[config.mk]
export PLATFORM = sky130hd
export DESIGN_NAME = dca_attenuator
export DESIGN_NICKNAME = d
export VERILOG_FILES = /design/src/inc/dca_pkg.sv /design/src/rtl/dca_attenuator.sv
export SDC_FILE = /design/constraint.sdc
export NUM_CORES = 2
export LEC_CHECK = 0
export CORE_MARGIN = 2
export CORE_UTILIZATION = 25
export CTS_CLUSTER_SIZE = 16
export DETAILED_ROUTE_END_ITERATION = 12
export DONT_BUFFER_PORTS = 1
export GPL_TIMING_DRIVEN = 1
export PLACE_DENSITY_LB_ADDON = 0.12
export SYNTH_ARGS = -nofsm -noshare
export SYNTH_HDL_FRONTEND = slang
export SYNTH_SLANG_ARGS = --single-unit
[constraint.sdc]
create_clock -name pclk -period 9.7 [get_ports pclk]
set_clock_uncertainty 0.05 [all_clocks]
set_input_delay 0.485 -clock pclk [delete_from_list [all_inputs] [get_ports pclk]]
set_output_delay 0.485 -clock pclk [all_outputs]
set_load 0.005 [all_outputs]
[src/inc/dca_pkg.sv]
package dca_pkg;
	// register indices; byte address is four times the index
	localparam logic [3:0] IDX_LEFT_LOW = 4'h0;
	localparam logic [3:0] IDX_LEFT_HIGH = 4'h1;
	localparam logic [3:0] IDX_RIGHT_LOW = 4'h2;
	localparam logic [3:0] IDX_RIGHT_HIGH = 4'h3;
	localparam logic [3:0] IDX_GAIN_MODE = 4'h4;
	localparam logic [3:0] IDX_PATH_MODE = 4'h8;
	localparam logic [3:0] IDX_STATUS = 4'hC;
	// field positions
	localparam int UPD_BIT = 5;
	localparam int RAMP_BIT = 0;
	localparam int CLIP_BIT = 1;
	localparam int FOLLOW_BIT = 2;
	localparam int BSG_BIT = 6;
	localparam int STAT_RIGHT_LSB = 16;
	localparam int STAT_PEND_BIT = 31;
	// reset values and codes
	localparam logic [4:0] HALF_RST = 5'h00;
	localparam logic [9:0] CODE_RST = 10'h000;
	localparam logic [9:0] CODE_MUTE = 10'h3FF;
	localparam logic CTRL_RST = 1'b0;
	// ramp timing: 1.000 ms/dB at 32 kHz, same sample count for all rates
	localparam int RAMP_US_PER_DB = 1000;
	localparam int RAMP_FS_KHZ = 32;
	localparam int STEPS_PER_DB = 8;
	localparam int RAMP_SAMPLES_PER_STEP = RAMP_US_PER_DB * RAMP_FS_KHZ / 1000 / STEPS_PER_DB;
	// gain in q16; per-bit factors for 0.125 .. 64 dB, last entry is 2 dB cut
	localparam int SAMPLE_W = 24;
	localparam int CALC_STEPS = 11;
	localparam logic [16:0] GAIN_ONE = 17'h1_0000;
	localparam logic [15:0] ATT_FACTOR [CALC_STEPS] = '{
		16'hFC58, 16'hF8BD, 16'hF1AE, 16'hE429, 16'hCB59, 16'hA186,
		16'h65EA, 16'h2893, 16'h066E, 16'h0029, 16'hCB59};
	typedef struct packed {
		logic signed [SAMPLE_W-1:0] left;
		logic signed [SAMPLE_W-1:0] right;
	} dca_pair_type;
endpackage : dca_pkg

[src/rtl/dca_attenuator.sv]
// Operation
// attenuate 0 dB down in 0.125 dB steps
// code joins low and high five-bit halves
// write without update only fills pre-latch
// update write applies all halves next sample
// update bit never stored, reads zero
// linear code decode, 3FF mutes channel
// reset gives zero codes, update clear
// attenuation applied digitally before filtering
// follow mode uses left code both channels
// right codes preserved, return when cleared
// no ramp: jump to new gain
// ramp at documented speed per dB
// anticlip adds fixed 2 dB cut
// gain select bit drives bitstream path gain
// ramp one step per tick, redirectable
// host writes halves, update on last
//
// The APB slave port was decided locally.
`timescale 1ns/1ps
module dca_attenuator
	import dca_pkg::*;
(
	// clock and reset
	input wire logic pclk,
	input wire logic presetn,
	// apb slave
	input wire logic psel,
	input wire logic penable,
	input wire logic pwrite,
	input wire logic [7:0] paddr,
	input wire logic [31:0] pwdata,
	output logic [31:0] prdata,
	output logic pready,
	output logic pslverr,
	// sample stream in
	input wire logic in_valid,
	output logic in_ready,
	input wire dca_pair_type in_data,
	// sample stream out, ahead of filtering
	output logic out_valid,
	output dca_pair_type out_data,
	// path gain select
	output logic bitstream_path_gain
);

	////////////////////////////////////////////////////////////////////////
	function automatic logic addr_ok(input logic [7:0] a);
		logic [3:0] i;
		i = a[5:2];
		addr_ok = (a[7:6] == 2'b00) && (a[1:0] == 2'b00) && ((i <= IDX_GAIN_MODE) ||
			(i == IDX_PATH_MODE) || (i == IDX_STATUS));
	endfunction : addr_ok

	function automatic logic [9:0] step_to(input logic [9:0] c, input logic [9:0] t);
		step_to = (c < t) ? c + 10'h001 : ((c > t) ? c - 10'h001 : c);
	endfunction : step_to

	logic [4:0] pre_reg [4];
	logic [9:0] tgt_l_reg, tgt_r_reg;
	logic [9:0] cur_reg [2];
	logic pend_reg, ramp_reg, clip_reg, follow_reg, bsg_reg;
	logic [1:0] rdiv_reg;
	logic busy_reg, out_valid_reg;
	logic [3:0] cnt_reg;
	logic [16:0] acc_reg [2];
	logic signed [SAMPLE_W-1:0] res_reg [2];
	dca_pair_type smp_reg;
	logic [31:0] prdata_reg;
	logic pslverr_reg;
	logic [3:0] idx;
	logic wr, wr_atten, set_pend, fire, take, step_ok;
	logic [9:0] new_l, new_r, eff_r;

	////////////////////////////////////////////////////////////////////////
	// bus decode
	assign idx = paddr[5:2];
	assign wr = psel & penable & pwrite & addr_ok(paddr);
	assign wr_atten = wr & (idx <= IDX_RIGHT_HIGH);
	assign set_pend = wr_atten & pwdata[UPD_BIT];
	assign pready = 1'b1;
	assign prdata = prdata_reg;
	assign pslverr = pslverr_reg;

	// read data and error captured in setup phase
	always_ff @(posedge pclk or negedge presetn) begin
		if (!presetn) begin
			prdata_reg <= 32'h0000_0000;
			pslverr_reg <= 1'b0;
		end else if (psel && !penable) begin
			pslverr_reg <= ~addr_ok(paddr);
			prdata_reg <= 32'h0000_0000;
			if (addr_ok(paddr) && !pwrite) begin
				case (idx)
					IDX_LEFT_LOW, IDX_LEFT_HIGH, IDX_RIGHT_LOW, IDX_RIGHT_HIGH: begin
						prdata_reg[4:0] <= pre_reg[idx[1:0]];
					end
					IDX_GAIN_MODE: begin
						prdata_reg[RAMP_BIT] <= ramp_reg;
						prdata_reg[CLIP_BIT] <= clip_reg;
						prdata_reg[FOLLOW_BIT] <= follow_reg;
					end
					IDX_PATH_MODE: begin
						prdata_reg[BSG_BIT] <= bsg_reg;
					end
					IDX_STATUS: begin
						prdata_reg[9:0] <= cur_reg[0];
						prdata_reg[STAT_RIGHT_LSB +: 10] <= cur_reg[1];
						prdata_reg[STAT_PEND_BIT] <= pend_reg;
					end
					default: begin
						prdata_reg <= 32'h0000_0000;
					end
				endcase
			end
		end
	end

	// pre-latch halves, one per register
	genvar g;
	generate
		for (g = 0; g < 4; g++) begin : g_pre
			always_ff @(posedge pclk or negedge presetn) begin
				if (!presetn) begin
					pre_reg[g] <= HALF_RST;
				end else if (wr_atten && idx[1:0] == 2'(g)) begin
					pre_reg[g] <= pwdata[4:0];
				end
			end
		end
	endgenerate

	// mode control bits
	always_ff @(posedge pclk or negedge presetn) begin
		if (!presetn) begin
			ramp_reg <= CTRL_RST;
			clip_reg <= CTRL_RST;
			follow_reg <= CTRL_RST;
			bsg_reg <= CTRL_RST;
		end else if (wr && idx == IDX_GAIN_MODE) begin
			ramp_reg <= pwdata[RAMP_BIT];
			clip_reg <= pwdata[CLIP_BIT];
			follow_reg <= pwdata[FOLLOW_BIT];
		end else if (wr && idx == IDX_PATH_MODE) begin
			bsg_reg <= pwdata[BSG_BIT];
		end
	end
	assign bitstream_path_gain = bsg_reg;

	////////////////////////////////////////////////////////////////////////
	// update trigger; a new update beats a clear in the same cycle
	assign fire = in_valid & in_ready;
	assign take = fire & pend_reg;
	always_ff @(posedge pclk or negedge presetn) begin
		if (!presetn) begin
			pend_reg <= 1'b0;
		end else begin
			pend_reg <= set_pend | (pend_reg & ~take);
		end
	end

	// applied targets, joined from halves
	assign new_l = take ? {pre_reg[1], pre_reg[0]} : tgt_l_reg;
	assign new_r = take ? {pre_reg[3], pre_reg[2]} : tgt_r_reg;
	assign eff_r = follow_reg ? new_l : new_r;
	always_ff @(posedge pclk or negedge presetn) begin
		if (!presetn) begin
			tgt_l_reg <= CODE_RST;
			tgt_r_reg <= CODE_RST;
		end else if (take) begin
			tgt_l_reg <= new_l;
			tgt_r_reg <= new_r;
		end
	end

	// ramp divider, samples per 0.125 dB step
	assign step_ok = (rdiv_reg == 2'(RAMP_SAMPLES_PER_STEP - 1));
	always_ff @(posedge pclk or negedge presetn) begin
		if (!presetn) begin
			rdiv_reg <= 2'b00;
		end else if (fire) begin
			rdiv_reg <= ramp_reg ? rdiv_reg + 2'b01 : 2'b00;
		end
	end

	// present codes, moved at each accepted sample, or at every fourth one while ramping
	always_ff @(posedge pclk or negedge presetn) begin
		if (!presetn) begin
			cur_reg[0] <= CODE_RST;
			cur_reg[1] <= CODE_RST;
		end else if (fire) begin
			if (!ramp_reg) begin
				cur_reg[0] <= new_l;
				cur_reg[1] <= eff_r;
			end else if (step_ok) begin
				cur_reg[0] <= step_to(cur_reg[0], new_l);
				cur_reg[1] <= step_to(cur_reg[1], eff_r);
			end
		end
	end

	////////////////////////////////////////////////////////////////////////
	// sample sequencer: gain built bit by bit, then multiply
	assign in_ready = ~busy_reg;
	always_ff @(posedge pclk or negedge presetn) begin
		if (!presetn) begin
			busy_reg <= 1'b0;
			cnt_reg <= 4'h0;
			out_valid_reg <= 1'b0;
			smp_reg <= '0;
		end else begin
			out_valid_reg <= 1'b0;
			if (fire) begin
				busy_reg <= 1'b1;
				cnt_reg <= 4'h0;
				smp_reg <= in_data;
			end else if (busy_reg && cnt_reg == 4'(CALC_STEPS)) begin
				busy_reg <= 1'b0;
				out_valid_reg <= 1'b1;
			end else if (busy_reg) begin
				cnt_reg <= cnt_reg + 4'h1;
			end
		end
	end
	assign out_valid = out_valid_reg;

	// per channel gain and product
	generate
		for (g = 0; g < 2; g++) begin : g_ch
			logic bit_on;
			logic [32:0] prod;
			logic signed [SAMPLE_W-1:0] smp;
			logic signed [SAMPLE_W+17:0] scaled;
			assign bit_on = (cnt_reg < 4'hA) ? cur_reg[g][cnt_reg] : clip_reg;
			assign prod = acc_reg[g] * ATT_FACTOR[cnt_reg];
			assign smp = (g == 0) ? smp_reg.left : smp_reg.right;
			assign scaled = smp * $signed({1'b0, acc_reg[g]});
			always_ff @(posedge pclk or negedge presetn) begin
				if (!presetn) begin
					acc_reg[g] <= GAIN_ONE;
					res_reg[g] <= '0;
				end else if (fire) begin
					acc_reg[g] <= GAIN_ONE;
				end else if (busy_reg && cnt_reg < 4'(CALC_STEPS)) begin
					if (bit_on) begin
						acc_reg[g] <= prod[32:16];
					end
				end else if (busy_reg) begin
					res_reg[g] <= (cur_reg[g] == CODE_MUTE) ? '0 : scaled[SAMPLE_W+15:16];
				end
			end
		end
	endgenerate
	assign out_data = '{left: res_reg[0], right: res_reg[1]};

	logic seen_take_reg;
	always_ff @(posedge pclk or negedge presetn) begin
		if (!presetn) begin
			seen_take_reg <= 1'b0;
		end else if (take) begin
			seen_take_reg <= 1'b1;
		end
	end
endmodule : dca_attenuator

-- Word-level counts from Yosys, hierarchy flattened
Memories as Yosys holds them, arrays and structs flattened.
Cells that the tools add are included.
W data, S select, Z words.
- word-level logic and storage cells: 158
- bits in read-only memories: 256
- bits in registers: 236
- input port bits: 94
- memories: 1
- output and inout bits: 85
- memories (name ; depth ; bits a word ; rd ports ; clocked after memory_dff ; wr ports ; RTL line ; text):
    (no name shown) ; 16 ; 16 ; 1 ; 0 ; 0 ; dca_attenuator.sv:235 ; assign prod = acc_reg[g] * ATT_FACTOR[cnt_reg];
- order comparisons: 11
- equal/unequal tests: 17
- bitwise operators: 17
- $add $sub $neg: 6
- muxes and demuxes: 44
- reductions and logical operators: 33
- multiply operators: 4
- operators by type and width (operator ; number):
    $mux W17 ; 6
    $mul A24 B18 Y40 ; 2
    $mux W10 ; 8
    $mul A17 B16 Y33 ; 2
    $mux W24 ; 2
    $mux W20 ; 2
    $mux W16 ; 2
    $mux W32 ; 1
    $add A10 B1 Y10 const B ; 2
    $eq A10 B10 Y1 const B ; 2
    $gt A10 B10 Y1 ; 2
    $lt A10 B10 Y1 ; 2
    $sub A10 B1 Y10 const B ; 2
    $eq A4 B4 Y1 const B ; 3
    $logic_and A1 B1 Y1 ; 12
    $mux W4 ; 3
    $bmux W5 S2 ; 1
    $mux W1 ; 10
    $mux W5 ; 2
    $reduce_bool A2 Y1 ; 5
    $pmux W3 S3 ; 1
    $reduce_and A3 Y1 ; 3
    $and A1 B1 Y1 ; 8
    $bmux W1 S4 ; 2
    30 further kinds ; 47

-- Longest topological paths before layout
- depth in word-level cells: 10
- mapped depth: 30
- depth with buffers taken out: 28

-- Least setup slack after synthesis
Ideal clock, no wire load.
- path type: flip-flop to flip-flop
- start: register cnt_reg[0]
- end: register acc_reg[11] (netlist bit)
- path buffers: 3
- arrival: 7.300 ns
- clock period less this slack: 7.481 ns
- cell stages (with the launch flop): 31
- path slack: 2.219 ns
- setup time: 0.131 ns
- required time: 9.519 ns
- path through: dfrtp_1 buf_2 clkinv_1 ha_1 a21oi_1 nor2b_1 clkbuf_1 clkbuf_1 nand2_1 fa_1 inv_1 fa_1 inv_1 fa_1 inv_1 fa_1 fa_1 inv_1 fa_1 inv_1 ha_1 a21o_1 a211o_1 o22a_1 nand3_1 a21o_1 a31oi_1 a41oi_1 o21bai_1 nor4_1 o21ai_0
- longest elaborated chain between the ends: 8
- elaborated cells between the ends (all ways): 17
- classes of those cells: 1 x mul; 2 x order compare; 8 x mux; 1 x bitwise; 4 x reduce/logical; 1 x memory
- ends and longest elaborated chain (item ; RTL line ; text):
    from (decl) ; dca_attenuator.sv:65 ; logic [3:0] cnt_reg;
    from (signal assigned) ; dca_attenuator.sv:221 ; cnt_reg <= cnt_reg + 4'h1;
    $not A4 Y5 (implied by the code) ; dca_attenuator.sv:235 ;
    $mem_v2 Z16 W16 ; - ;
    $mux W16 (implied by the code) (2 in series) ; dca_attenuator.sv:235 ;
    $mul A17 B16 Y33 ; dca_attenuator.sv:235 ;
    $mux W17 ; dca_attenuator.sv:245 ; if (bit_on) begin
    $mux W17 ; dca_attenuator.sv:244 ; end else if (busy_reg && cnt_reg < 4'(CALC_STEPS)) begin
    $mux W17 ; dca_attenuator.sv:242 ; end else if (fire) begin
    to (signal, indexed assignment) ; dca_attenuator.sv:246 ; acc_reg[g] <= prod[32:16];
    to (decl) ; dca_attenuator.sv:66 ; logic [16:0] acc_reg [2];
Parallel ways exist; a longest one is shown, timed or not. The select of a mux whose other input is x is not followed.
A chain may end at the register's enable or synchronous reset.

-- Worst setup path after layout
- start: register cnt_reg[1]
- end: register acc_reg[30] (netlist bit)
- longest elaborated chain between the ends: 8
- elaborated cells between the ends (all ways): 17
- classes of those cells: 1 x mul; 2 x order compare; 8 x mux; 1 x bitwise; 4 x reduce/logical; 1 x memory
- ends and longest elaborated chain (item ; RTL line):
    $not A4 Y5 (implied by the code) ; dca_attenuator.sv:235
    $mem_v2 Z16 W16 ; -
    $mux W16 (2 in series) ; -
    $mul A17 B16 Y33 ; dca_attenuator.sv:235
    $mux W17 ; dca_attenuator.sv:245
    $mux W17 ; dca_attenuator.sv:244
    $mux W17 ; dca_attenuator.sv:242
Parallel ways exist; a longest one is shown, timed or not. The select of a mux whose other input is x is not followed.

==> flow_summary_export.csv <==
group,metric,value,unit
timing,post-route-period-util,0.873,
critical_path,slowest_stage,"o21ai_2",
critical_path,crit_path_frequent_cell,"fa_1",
floorplanning,core_area,0.219,sq mm
global_routing,first_global_vias,43822,
finish,fin_cells,8908,
timing,fmax,0.118,GHz
clock_tree,cts_tree,"done",
timing,hold_ws,0.0800,ns
routing,wl_met2,80.6,mm
timing,rsz0062_at_grt,"no",
floorplanning,start_util,0.251,
critical_path,max_stage_delay,0.73,ns
clock_tree,cts_buffer_depth,3,
worst_hold_path,min-delay-start,"in_data[28]",
logic_synthesis,syn_area_per_cell,9.01,sq um
routing,drt_iter0_markers,1597,
finish,num-fill-cells,23550,
finish,syn_to_final_growth,9.55,%
status,status,"finished, final reports clean",
finish,layout_common_cells,"1506 x inv_1, 1190 x fa_1, 1086 x nand2_1",
clock_tree,numCtsBuffers,37,
critical_path,reg2reg_to,"acc_reg[30]",
global_routing,antenna_found_initial,9,
placement,placedCellCount,8780,
clock_tree,clock_latency,0.64,ns
critical_path,cp-start-kind,"flip-flop",
placement,portBuffers,0,
logic_synthesis,yosysWarnings,0,
routing,top_layer_used,"met4",
finish,drive_above_1_share,0.0436,
floorplanning,rows,172,
flow_run,max_cap_viol_count,0,
routing,dr_wl_met3,5.54,mm
critical_path,ff2ff_path_depth,28,
global_routing,grt_max_degree,226,
finish,nets,7726,
global_routing,track_usage,0.158,
global_routing,grt_pass1_wl,269,mm
placement,dp_hpwl,130,mm
critical_path,crit_path_max_fanout,16,
global_routing,grt_overflow_total,0,
finish,fin_util,0.275,
timing,relSlewSlack,0.175,
clock_tree,clkSlewWorstSetupHoldPaths,0.06,ns
logic_synthesis,synth_top_flop_cell,"dfrtp_1",
critical_path,worst_ep_required_time,10.16,ns
routing,met1Wirelength,79.7,mm
routing,avgRoutedWirePerCell,19.0,um
timing,setup_tns,0,ns
timing,maxSlewViolCount,0,
clock_tree,htreeDepth,2,
floorplanning,die_w,473,um
finish,final_common_cell,"inv_1",
worst_hold_path,hold_path_end,"g_ch[0].smp[4]",
logic_synthesis,synth_edf_count,0,
clock_tree,clockRootBuffer,"clkbuf_16",
critical_path,reg2reg_slack,1.23,ns
critical_path,critical_path_class,"flip-flop to flip-flop",
critical_path,r2r_start,"cnt_reg[1]",
routing,via_per_inst,4.28,
timing,hold_viol,0,
routing,drt_wl_total,169,mm
logic_synthesis,yosysUniqueCellTypes,76,
placement,gp_congestion,0.777,
floorplanning,die_y,473,um
floorplanning,num_io_pins,179,
critical_path,critical_path_arrival,8.94,ns
finish,multi_input_area,0.0426,sq mm
logic_synthesis,synthCells,6107,
timing,period_needed,8.47,ns
finish,seqCellArea,0.00563,sq mm
routing,vias,38092,
floorplanning,die-area,0.224,sq mm
logic_synthesis,async_flop_share,1.00,
logic_synthesis,ys_seq_elements,225,
routing,ant_nets,0,
worst_hold_path,hold_depth,2,
worst_hold_path,hold_class,"primary input to flip-flop",
clock_tree,post_cts_buffers,0,
routing,drc,0,
logic_synthesis,synth_top_cell_area_share,0.433,
timing,worst_slew_pin_slew,1.24,ns
logic_synthesis,synth.area.top_cells,"fa_1 43%, inv_1 10%, dfrtp_1 10%",
timing,final-setup-viol-count,0,
logic_synthesis,ys_seq_area_frac,0.102,
clock_tree,cts.sinks,225,
logic_synthesis,syn_area,0.0550,sq mm
logic_synthesis,yosysTopAreaCell,"fa_1",
routing,dr.pass1.iters,5,
critical_path,end_kind,"flip-flop",
-- area by class of cell --
| type | instances | share of cell area |
|---|---|---|
| sequential | 225 | 0.0935 |
| tap | 2871 | 0.0596 |
| clock inverter | 17 | 0.00369 |
| multi-input combinational | 4057 | 0.706 |
| antenna | 2 | 0.0000830 |
| inverter | 1507 | 0.0938 |
| clock buffer | 51 | 0.0174 |
| timing repair buffer | 178 | 0.0256 |
-- layer usage --
| layer | up-vias | GRT usage |
|---|---|---|
| met1 | 19792 | 0.216 |
| met4 | 0 | 0.0295 |
| met2 | 476 | 0.269 |
| li1 | 17706 | - |
| met5 | - | 0 |
| met3 | 118 | 0.0181 |
-- critical path, delay by kind of cell, from the launching register on --
| family | cells | cell delay [ns] |
|---|---|---|
| flip-flops | 1 | 0.57 |
| adder cells (fa/ha/maj) | 8 | 3.13 |
| AO/OA/AOI/OAI | 11 | 3.26 |
| AND/OR/NAND/NOR | 2 | 0.30 |
| buffers and inverters | 7 | 1.05 |
-- how the worst max path moves through the flow --
| stage | startpoint | to | slack, ns |
|---|---|---|---|
| after detailed placement | cnt_reg[1] | acc_reg[30] | 1.21 |
| final | cnt_reg[1] | acc_reg[30] | 1.23 |
| after CTS | cnt_reg[1] | acc_reg[30] | 1.20 |
| after floorplan | cnt_reg[0] | acc_reg[11] | 2.22 |
| after global placement | cnt_reg[1] | acc_reg[30] | 1.25 |
| after global routing | cnt_reg[1] | acc_reg[30] | 0.56 |
-- logic make-up (layout without fill, tap and decap cells) --
kind of cell	Yosys count	in the layout	synth area share
AO/OA/AOI/OAI	452	452	0.0557
XOR/XNOR	125	125	0.0199
adder cells (fa/ha/maj)	1626	1626	0.532
buffers and inverters	1835	1753	0.126
flip-flops	225	225	0.102
multiplexers	64	64	0.0146
other	2	14	0.000136
AND/OR/NAND/NOR	1778	1778	0.149
-- cell usage after synthesis (4+ instances only) --
cell type,n
a211o_1,7
a211oi_1,12
a21o_1,50
a21oi_1,116
a221oi_1,5
a22o_1,73
a31oi_1,14
and2_1,482
and3_1,7
and4_1,4
buf_1,11
buf_4,12
clkbuf_1,303
dfrtp_1,223
fa_1,1190
ha_1,436
inv_1,1506
mux2_2,40
mux2i_1,15
mux4_2,9
nand2_1,1087
nand2b_1,12
nand3_1,25
nand3b_1,5
nand4_1,20
nor2_1,78
nor2b_1,21
nor3_1,16
o211ai_1,9
o21a_1,18
o21ai_0,77
o21bai_1,13
o221ai_1,4
o31ai_1,11
or3_1,4
xnor2_1,92
xor2_1,33
-- what timing repair did --
item,CTS,global route
hold endpoints to repair,298,0
setup endpoints to repair,0,0
resized for setup,0,0
hold buffers,57,0
-- through the flow --
step / setup slack (ns) / area [sq um]
floorplan: 2.22 / 55100
global placement: 1.25 / 58400
detailed placement: 1.21 / 58400
CTS: 1.20 / 60300
global route: 0.561 / 60300
finish: 1.23 / 60300
Power is not shown: default switching activity piles up to over one toggle a cycle in this logic, so the estimate is an artifact.
